## config.mk

```make
export PLATFORM = sky130hd
export DESIGN_NAME = reset_supervisor
export DESIGN_NICKNAME = d
export VERILOG_FILES = /design/src/verilog/supervisor_pkg.sv /design/src/verilog/reset_supervisor.sv
export VERILOG_INCLUDE_DIRS = /design/src /design/src/verilog
export SDC_FILE = /design/constraint.sdc
export NUM_CORES = 1
export LEC_CHECK = 0
export BUFFER_PORTS_ARGS = -buffer_cell sky130_fd_sc_hd__buf_2
export CORE_MARGIN = 2
export CORE_UTILIZATION = 56
export DETAILED_ROUTE_END_ITERATION = 8
export PLACE_DENSITY_LB_ADDON = 0.25
export SETUP_SLACK_MARGIN = 0.2
export SLEW_MARGIN = 20
export SYNTH_ARGS = -nofsm -noshare
export SYNTH_HDL_FRONTEND = slang
export SYNTH_SLANG_ARGS = --single-unit
```

## constraint.sdc

```tcl
create_clock -name clock -period 2.8 [get_ports clock]
set_input_delay 0 -clock clock [delete_from_list [all_inputs] [get_ports clock]]
set_output_delay 0 -clock clock [all_outputs]
set_load 0.01 [all_outputs]
```

## src/verilog/supervisor_map.svh

```systemverilog
// register offsets, field positions, reset values and timing figures
`ifndef SUPERVISOR_MAP_SVH
`define SUPERVISOR_MAP_SVH
`define OFS_CTRL 5'h00
`define OFS_STATE 5'h04
`define OFS_IRQ_STS 5'h08
`define OFS_IRQ_EN 5'h0c
`define OFS_IRQ_CLR 5'h10
`define CTRL_TIMEOUT_OPTION_SELECT_LSB 0
`define CTRL_MANUAL_BIT 2
`define TIMEOUT_OPTION_SELECT_DEFAULT 2'h2
`define MANUAL_RESET 1'h0
`define IRQ_SUPPLY_BIT 0
`define IRQ_WDOG_BIT 1
`define IRQ_PFAIL_BIT 2
`define IRQ_RELEASE_BIT 3
`define IRQ_EN_RESET 4'h0
`define IRQ_STS_RESET 4'h0
`define CLK_HZ 40000000
`define HOLD_T1_MS 50
`define HOLD_T2_MS 100
`define HOLD_T3_MS 200
`define HOLD_T4_MS 400
`define WDOG_MS 1600
`endif

```

## src/verilog/supervisor_pkg.sv

```systemverilog
// types shared by the reset supervisor
package supervisor_pkg;
	typedef enum logic [1:0] {
		st_low = 2'b00,
		st_hold = 2'b01,
		st_run = 2'b10
	} state_t;
	typedef logic [26:0] cnt_t;
endpackage

```

## src/verilog/reset_supervisor.sv

```systemverilog
// digital control of a triple-supply reset supervisor with watchdog
// Function
// [RULE1] any supply below its threshold asserts the reset output
// [RULE2] reset held one full timeout after all supplies good; new fault restarts it
// [RULE3] hold time selectable among 50, 100, 200 and 400 ms
// [RULE4] hold time defaults to 200 ms
// [RULE5] no kick edge for the watchdog period gives overflow and reset
// [RULE6] each overflow pulses reset active for exactly one hold period
// [RULE7] watchdog count clears on reset, manual reset or any kick edge
// [RULE8] kick input left open services the watchdog, no overflow ever
// [RULE9] host must toggle the kick input faster than the watchdog period
// [RULE10] power-fail flag low exactly while the sense comparator shows low
// [RULE11] reset output polarity is a build option, active low or high
// [RULE12] inputs pass two-flop synchronisers; all timing from the clock
//
// Implementation choices: the register offsets and the Avalon-MM interface to the registers.
`timescale 1ns/1ps
`include "supervisor_map.svh"
module reset_supervisor
	import supervisor_pkg::*;
#(
	parameter bit ACTIVE_HIGH = 1'b0,
	parameter int HOLD_T1_CYC = `HOLD_T1_MS * (`CLK_HZ / 1000),
	parameter int HOLD_T2_CYC = `HOLD_T2_MS * (`CLK_HZ / 1000),
	parameter int HOLD_T3_CYC = `HOLD_T3_MS * (`CLK_HZ / 1000),
	parameter int HOLD_T4_CYC = `HOLD_T4_MS * (`CLK_HZ / 1000),
	parameter int WDOG_CYC = `WDOG_MS * (`CLK_HZ / 1000)
) (
	// clock and reset
	input wire logic clock,
	input wire logic rstn,
	input wire logic clock_enable,
	// comparator flags, high when below threshold
	input wire logic supply_one_monitor,
	input wire logic supply_two_monitor,
	input wire logic supply_three_monitor,
	input wire logic power_fail_sense_input,
	// watchdog kick and its open-pin detect
	input wire logic watchdog_kick_input,
	input wire logic watchdog_kick_open,
	// outputs to the host
	output logic supervisor_reset_output,
	output logic power_fail_flag_n,
	output logic irq,
	// avalon-mm slave
	input wire logic [4:0] address,
	input wire logic read,
	input wire logic write,
	input wire logic [31:0] writedata,
	input wire logic [3:0] byteenable,
	output logic [31:0] readdata,
	output logic waitrequest
);

	// ==========================================================
	// hold time decode
	function automatic cnt_t hold_limit(input logic [1:0] sel);
		unique case (sel)
			2'h0: hold_limit = cnt_t'(HOLD_T1_CYC);
			2'h1: hold_limit = cnt_t'(HOLD_T2_CYC);
			2'h2: hold_limit = cnt_t'(HOLD_T3_CYC);
			2'h3: hold_limit = cnt_t'(HOLD_T4_CYC);
		endcase
	endfunction

	// ==========================================================
	// input synchronisers
	// two flops per pin; only the second one feeds the logic
	wire logic [5:0] raw_w = {watchdog_kick_open, watchdog_kick_input,
		power_fail_sense_input, supply_three_monitor,
		supply_two_monitor, supply_one_monitor};
	logic [5:0] meta_r;
	logic [5:0] sync_r;
	genvar gi;
	generate
		for (gi = 0; gi < 6; gi++) begin : g_sync
			always_ff @(posedge clock) begin
				if (!rstn) begin
					meta_r[gi] <= 1'h0;
					sync_r[gi] <= 1'h0;
				end else if (clock_enable) begin
					meta_r[gi] <= raw_w[gi]; // [RULE12]
					sync_r[gi] <= meta_r[gi]; // [RULE12]
				end
			end
		end
	endgenerate
	wire logic [2:0] sup_s = sync_r[2:0];
	wire logic pf_s = sync_r[3];
	wire logic kick_s = sync_r[4];
	wire logic open_s = sync_r[5];

	// ==========================================================
	// registers and state
	state_t state_r;
	state_t state_nxt;
	cnt_t hold_cnt_r;
	cnt_t hold_cnt_nxt;
	cnt_t wd_cnt_r;
	cnt_t wd_cnt_nxt;
	logic kick_prev_r;
	logic [1:0] timeout_option_select_r;
	logic manual_r;
	logic [3:0] sts_r;
	logic [3:0] sts_nxt;
	logic [3:0] en_r;
	logic ack_r;
	logic rst_lvl_nxt;

	// ==========================================================
	// bus decode
	wire logic wr_fire = write & ack_r & byteenable[0];
	wire logic wr_ctrl = wr_fire & (address == `OFS_CTRL);
	wire logic wr_en = wr_fire & (address == `OFS_IRQ_EN);
	wire logic wr_clr = wr_fire & (address == `OFS_IRQ_CLR);
	wire logic [3:0] clr_mask = wr_clr ? writedata[3:0] : 4'h0;
	wire logic [31:0] rd_mux =
		(address == `OFS_CTRL) ? {29'h0, manual_r, timeout_option_select_r} :
		(address == `OFS_STATE) ? {25'h0, state_r, sup_s, pf_s, state_r != st_run} :
		(address == `OFS_IRQ_STS) ? {28'h0, sts_r} :
		(address == `OFS_IRQ_EN) ? {28'h0, en_r} : 32'h0;
	// an answer only counts on an enabled edge, so a frozen cycle keeps the master waiting
	assign waitrequest = (read | write) & ~(ack_r & clock_enable);

	// ==========================================================
	// supervisor decisions
	wire logic fail_w = (|sup_s) | manual_r; // [RULE1]
	wire cnt_t hold_lim_w = hold_limit(timeout_option_select_r); // [RULE3]
	wire logic hold_done_w = hold_cnt_r == hold_lim_w - cnt_t'(1);
	wire logic kick_edge_w = kick_s ^ kick_prev_r;
	// host toggling keeps the count below its end
	wire logic wd_clear_w = (state_r != st_run) | manual_r
		| kick_edge_w | open_s; // [RULE7] [RULE8] [RULE9]
	wire logic wd_done_w = wd_cnt_r == cnt_t'(WDOG_CYC) - cnt_t'(1);
	wire logic wd_ovf_w = (state_r == st_run) & ~wd_clear_w & wd_done_w; // [RULE5]
	// sticky events; a set in the same cycle beats a clear
	wire logic [3:0] ev_w = {
		(state_r == st_hold) & hold_done_w & ~fail_w,
		pf_s & power_fail_flag_n,
		wd_ovf_w & ~fail_w,
		fail_w & (state_r != st_low)};

	always_comb begin
		state_nxt = state_r;
		unique case (state_r)
			st_low: begin
				if (!fail_w) begin
					state_nxt = st_hold; // [RULE2]
				end
			end
			st_hold: begin
				if (fail_w) begin
					state_nxt = st_low; // [RULE2]
				end else if (hold_done_w) begin
					state_nxt = st_run; // [RULE2]
				end
			end
			st_run: begin
				if (fail_w) begin
					state_nxt = st_low; // [RULE1]
				end else if (wd_ovf_w) begin
					state_nxt = st_hold; // [RULE6]
				end
			end
			default: state_nxt = st_low;
		endcase
	end

	always_comb begin
		hold_cnt_nxt = cnt_t'(0);
		if ((state_r == st_hold) && !fail_w && !hold_done_w) begin
			hold_cnt_nxt = hold_cnt_r + cnt_t'(1); // [RULE2]
		end
		wd_cnt_nxt = wd_clear_w ? cnt_t'(0) : wd_cnt_r + cnt_t'(1); // [RULE7]
		sts_nxt = (sts_r & ~clr_mask) | ev_w;
		rst_lvl_nxt = (state_nxt != st_run) ~^ ACTIVE_HIGH; // [RULE11]
	end

	// ==========================================================
	// state flops
	always_ff @(posedge clock) begin
		if (!rstn) begin
			state_r <= st_low;
			hold_cnt_r <= cnt_t'(0);
			wd_cnt_r <= cnt_t'(0);
			kick_prev_r <= 1'h0;
		end else if (clock_enable) begin
			state_r <= state_nxt;
			hold_cnt_r <= hold_cnt_nxt;
			wd_cnt_r <= wd_cnt_nxt;
			kick_prev_r <= kick_s;
		end
	end

	// output flops
	always_ff @(posedge clock) begin
		if (!rstn) begin
			supervisor_reset_output <= ACTIVE_HIGH; // [RULE11]
			power_fail_flag_n <= 1'h1;
			irq <= 1'h0;
		end else if (clock_enable) begin
			supervisor_reset_output <= rst_lvl_nxt; // [RULE6]
			power_fail_flag_n <= ~pf_s; // [RULE10]
			irq <= |(sts_nxt & en_r);
		end
	end

	// register file flops
	always_ff @(posedge clock) begin
		if (!rstn) begin
			timeout_option_select_r <= `TIMEOUT_OPTION_SELECT_DEFAULT; // [RULE4]
			manual_r <= `MANUAL_RESET;
			en_r <= `IRQ_EN_RESET;
			sts_r <= `IRQ_STS_RESET;
			ack_r <= 1'h0;
			readdata <= 32'h0;
		end else if (clock_enable) begin
			ack_r <= (read | write) & ~ack_r;
			if (read & ~ack_r) begin
				readdata <= rd_mux;
			end
			if (wr_ctrl) begin
				timeout_option_select_r <= writedata[`CTRL_TIMEOUT_OPTION_SELECT_LSB +: 2]; // [RULE3]
				manual_r <= writedata[`CTRL_MANUAL_BIT];
			end
			if (wr_en) begin
				en_r <= writedata[3:0];
			end
			sts_r <= sts_nxt;
		end
	end

	wire logic active_w = supervisor_reset_output == ACTIVE_HIGH;
endmodule

```

# --- After elaboration in Yosys (flattened, before gate mapping) ---
# Index checks and enable logic that the tools add are counted.
word_totals:
  regBits: 116
  out_inout_bits: 36
classes:
  add_sub_neg: 3
  eq_ne: 13
  muxes: 14
  bitwise_logic: 32
  reduce_logical: 13
op_table:
  columns: ["operator", "n"]
  rows:
  - ["27-bit one-hot mux with 4 select lines", 1]
  - ["27-bit by 1-bit adder with 27-bit output, second input constant", 2]
  - ["27-bit 2-to-1 mux", 2]
  - ["27-bit by 26-bit equality test with 1-bit output, second input constant", 1]
  - ["27-bit equality test", 1]
  - ["27-bit by 1-bit subtractor with 27-bit output, second input constant", 1]
  - ["1-bit bitwise AND", 16]
  - ["7-bit 2-to-1 mux", 2]
  - ["4-bit 2-to-1 mux", 3]
  - ["5-bit by 4-bit equality test with 1-bit output, second input constant", 2]
  - ["2-bit 2-to-1 mux", 5]
  - ["4-bit bitwise AND", 2]
  - ["2-bit equality test, second input constant", 3]
  - ["1-bit inverter", 6]
  - ["2-bit one-hot mux with 3 select lines", 1]
  - ["2-bit AND reduction", 3]
  - ["5-bit by 3-bit equality test with 1-bit output, second input constant", 1]
  - ["5-bit equality test, second input constant", 1]
  - ["5-bit logical NOT", 1]
  - ["1-bit OR", 5]
  - ["2-bit by 1-bit equality test with 1-bit output, second input constant", 2]
  - ["2-bit logical NOT", 2]
  - ["2-bit inequality test, second input constant", 2]
  - ["4-bit inverter", 1]
  - ["other kinds (7)", 9]

# --- Longest topological paths before layout ---
logic_depth:
  ltp_word: 12
  depth_mapped: 9
  mapped_depth_nobuf: 7

# --- Worst setup path after synthesis ---
# Ideal clock, no wire load.
synth_path:
  kind: "reg2reg"
  from: "reg timeout_option_select_r[1]"
  to: "reg state_r[1]"
  t_arrival_ns: 2.253
  setup_slack_ns: 0.460
  path_stages_with_launch: 8
  cell_sequence: "dfxtp_1 inv_1 ha_1 or3_1 a211oi_1 nand4_1 or4_4 a221oi_2"
synth_via:
  elab_chain_len: 7
  word_cells_on_any_way: 10
  cone_classes: "1 x add/sub; 4 x eq/ne; 4 x mux; 1 x reduce/logical"
synth_rtl:
  columns: ["element", "line_no", "text"]
  rows:
  - ["start: declaration", "reset_supervisor.sv:102", "logic [1:0] timeout_option_select_r;"]
  - ["start signal: assignment", "reset_supervisor.sv:211", "timeout_option_select_r <= `TIMEOUT_OPTION_SELECT_DEFAULT;"]
  - ["start signal: assignment", "reset_supervisor.sv:223", "timeout_option_select_r <= writedata[`CTRL_TIMEOUT_OPTION_SELECT_LSB +: 2];"]
  - ["2-bit equality test, or another cell as far along", "reset_supervisor.sv:58", "unique case (sel)"]
  - ["27-bit one-hot mux with 4 select lines (*)", "reset_supervisor.sv:58", null]
  - ["27-bit by 1-bit subtractor with 27-bit output (*)", "reset_supervisor.sv:129", "wire logic hold_done_w = hold_cnt_r == hold_lim_w - cnt_t'(1);"]
  - ["27-bit equality test (*)", "reset_supervisor.sv:129", null]
  - ["2-bit 2-to-1 mux (*)", "reset_supervisor.sv:154", "end else if (hold_done_w) begin"]
  - ["2-bit 2-to-1 mux (*)", "reset_supervisor.sv:152", "if (fail_w) begin"]
  - ["2-bit one-hot mux with 3 select lines (*)", "reset_supervisor.sv:145", "unique case (state_r)"]
  - ["end signal: assignment", "reset_supervisor.sv:183", "state_r <= st_low;"]
  - ["end signal: assignment", "reset_supervisor.sv:188", "state_r <= state_nxt;"]
  - ["end: declaration", "reset_supervisor.sv:95", "state_t state_r;"]
# Mark *: on every way between the ends. The rest lies on a longest branch, timed or not. The select of a mux whose other input is x is not followed.
# A chain may end at the register's enable or synchronous reset.

# --- Worst setup path in the final report ---
# Ends and elaborated chain as after synthesis.

==> impl_metrics.env <==
export IMPL_holdPathStages=3
export IMPL_synthCells=551
export IMPL_grt_overflow=0
export IMPL_synthAdderAreaFrac=0.0239
export IMPL_root_buffer="clkbuf_8"
export IMPL_synth_top_family_by_area="simple AND/OR/NAND/NOR gates"
export IMPL_antenna_found_initial=0
export IMPL_dpl_cell_count=671
export IMPL_die_area_mm2=0.00916
export IMPL_required_ns=3.08
export IMPL_syn_to_final_growth_pct=10.7
export IMPL_rows=33
export IMPL_synth_edf_count=0
export IMPL_ys_flop_type="dfxtp_1"
export IMPL_synth_xor_area_frac=0.102
export IMPL_hp_class="in2reg"
export IMPL_grt_pass1_wl_mm=16.4
export IMPL_yosysMostFrequentCell="dfxtp_1"
export IMPL_ys_seq_elements=91
export IMPL_finalMaxSlewViolations=0
export IMPL_r2r_cells=7
export IMPL_muxShareOfSynthArea=0.0558
export IMPL_synth_area_leaders="dfxtp_1 (39%), nor2_1 (6.9%), xnor2_1 (6.5%)"
export IMPL_drc=0
export IMPL_wl_met2_mm=4.83
export IMPL_tritoncts="yes"
export IMPL_antenna_cells=0
export IMPL_clock_skew_ns=0.0108
export IMPL_grt_max_degree=28
export IMPL_max_slew_worst_pin_slew_ns=0.581
export IMPL_grt_usage=0.226
export IMPL_synth_top_cell_area_share=0.387
export IMPL_die_height_um=95.7
export IMPL_synthArstFlopShare=0
export IMPL_fin_cells=698
export IMPL_r2r_end="state_r[1]"
export IMPL_outcome="finished clean"
export IMPL_routedWlPerCell_um=14.2
export IMPL_ys_seq_area_frac=0.387
export IMPL_totalWireLength_mm=9.95
export IMPL_fin_crit_sh=0.870
export IMPL_cp_top_family="simple AND/OR/NAND/NOR gates"
export IMPL_synth_simple_area_share=0.272
export IMPL_syn_mean_instance_area_um2=8.55
export IMPL_drive_gt1_frac=0.118
export IMPL_worstSetupStartpointType="register"
export IMPL_drt_pass1_iterations=5
export IMPL_regArea_mm2=0.00182
export IMPL_cts_buffers=9
export IMPL_crit_type="reg2reg"
export IMPL_yosysTopAreaCell="dfxtp_1"
export IMPL_min_from="clock_enable"
export IMPL_setup_viol=0
export IMPL_nFillCells=697
export IMPL_cts_clk_slew_worst_paths_ns=0.10
export IMPL_worstPathCellList="inv_1 -> ha_1 -> or3_1 -> a211oi_1 -> nand4_1 -> or4_4 -> a221oi_2"
export IMPL_core_mm2=0.00818
export IMPL_pre_cts_ws_ns=0.135
export IMPL_met3RoutedLength_um=467
export IMPL_arrival_ns=2.71
export IMPL_drtIter0Drc=220
export IMPL_multi_input_area_mm2=0.00264
export IMPL_cts_sinks=91
export IMPL_setup_slack_ns=0.364
export IMPL_maxSlewHeadroom=0.610
export IMPL_ys_warn_count=0
export IMPL_final_hold_viol_count=0
export IMPL_rsz0062_at_grt="false"
export IMPL_via_count=3877
export IMPL_ant_nets=0
export IMPL_tns_ns=0
export IMPL_path_max_fanout=9
export IMPL_wl_met1_mm=4.46
export IMPL_clkLatencyLatePin_ns=0.36
export IMPL_highest_layer="met4"
export IMPL_place_congestion=0.876
export IMPL_hold_end="sts_r[1]"
export IMPL_leakage_nw=1.95
export IMPL_fmax_mhz=411
export IMPL_path_buf_inv=1
export IMPL_dieWidth_um=95.7
export IMPL_start_util=0.576
export IMPL_drv_cap=0
export IMPL_dpl_hpwl_mm=6.96
export IMPL_p_per_area_mw_per_mm2=492
export IMPL_layout_nets=649
export IMPL_h_tree_depth=3
export IMPL_stdcell_area_mm2=0.00522
export IMPL_critPathSlowestCell="or4_4"
export IMPL_numPortBuffers=31
export IMPL_rrSetupSlack_ns=0.36
export IMPL_cts_max_path_buffers=2
export IMPL_ys_types=61
export IMPL_syn_area_mm2=0.00471
export IMPL_endpoint_kind="register"
export IMPL_worstReg2RegStart="timeout_option_select_r[1]"
export IMPL_ios=88
export IMPL_viasPerCell=5.55
export IMPL_grt_pass1_vias=3553
export IMPL_synth_compound_area_frac=0.0842
export IMPL_ir_drop_mv=0.401
export IMPL_post_dp_cell_area_mm2=0.00484
export IMPL_synth_commonest_cells="dfxtp_1 (91), nor2_1 (86), nand2_1 (51)"
export IMPL_final_core_util=0.638
export IMPL_period_minus_slack_ns=2.44
export IMPL_critical_path_max_stage_delay_ns=0.55
-- state kept, by name, summed over array words and instances (netlist names) --
register and cells:
power_fail_flag_n 1, manual_r 1, meta_r 6, hold_cnt_r 27, kick_s 1, ack_r 1
sts_r 4, timeout_option_select_r 2, kick_prev_r 1, sup_s 3, pf_s 1, readdata 7
en_r 4, irq 1, state_r 2, wd_cnt_r 27, open_s 1, supervisor_reset_output 1
-- placed cells by master, fill, tap and decap left out, types with 14 or more instances in the layout --
| cell | n |
|---|---|
| dfxtp_1 | 89 |
| nor2_1 | 86 |
| nand2_1 | 51 |
| xnor2_1 | 35 |
| buf_2 | 31 |
| conb_1 | 25 |
| nand3_1 | 23 |
| xor2_1 | 20 |
| mux2i_1 | 18 |
| a21oi_1 | 15 |
| nor3_1 | 15 |
| nand4_1 | 14 |
-- per-layer routing --
metal	up-vias	track usage
li1	1932	-
met1	1835	0.288
met2	90	0.379
met3	20	0.0415
met4	0	0.0905
met5	-	0
-- worst max-delay path by stage --
stage               depth (start not counted)          to                       start  slack [ns]
detailed placement                          7  state_r[1]  timeout_option_select_r[0]        0.14
CTS                                         7  state_r[1]  timeout_option_select_r[1]        0.24
floorplan                                   7  state_r[1]  timeout_option_select_r[1]        0.46
finish                                      7  state_r[1]  timeout_option_select_r[1]        0.36
global placement                            7  state_r[1]  timeout_option_select_r[0]        0.24
global route                                7  state_r[1]  timeout_option_select_r[1]        0.23
-- worst reg2reg max path, cell delays in order (launching register included) --
cell and delay, ns:
dfxtp_2 0.43, inv_1 0.10, ha_1 0.22, or3_1 0.31, a211oi_1 0.29, nand4_1 0.20, or4_4 0.55, a221oi_2 0.27
-- timing repair --
| item | CTS | global route |
|---|---|---|
| resized for setup | 2 | 3 |
| setup buffers | 0 | 0 |
| hold buffers | 11 | 0 |
| setup endpoints to repair | 2 | 2 |
| endpoints found under the hold margin | 19 | 0 |
-- layout make-up --
class | instances | share of cell area
well taps | 105 | 0.0252
clock buffers | 9 | 0.0237
flip-flops and latches | 91 | 0.350
clock inverters | 7 | 0.0235
inverters | 15 | 0.0108
multi-input cells | 422 | 0.506
repair buffers | 49 | 0.0609
-- power by group --
part / internal [mW] / switching, mW / total (mW) / leakage [nW]
Combinational: 0.0603 / 0.0959 / 0.156 / 1.10
Clock: 0.599 / 0.490 / 1.09 / 0.116
Sequential: 1.31 / 0.0135 / 1.32 / 0.736
Total: 1.97 / 0.599 / 2.57 / 1.95
-- kinds of logic after synthesis --
family,after synthesis
muxes,22
and+or+nand+nor,255
buffers and inverters,62
other,1
AOI/OAI and AO/OA,56
xor gates and xnor gates,55
DFF,91
adders and majority gates,9
-- metrics by stage --
step	hold slack [ns]	power [mW]
6_report	0.0570	2.57
3_5_place_dp	0.242	1.49
4_1_cts	0.0472	2.58
2_1_floorplan	0.144	1.48
3_3_place_gp	0.236	1.49
5_1_grt	0.0609	2.66
Note: power is estimated with default switching activity, not from simulation.
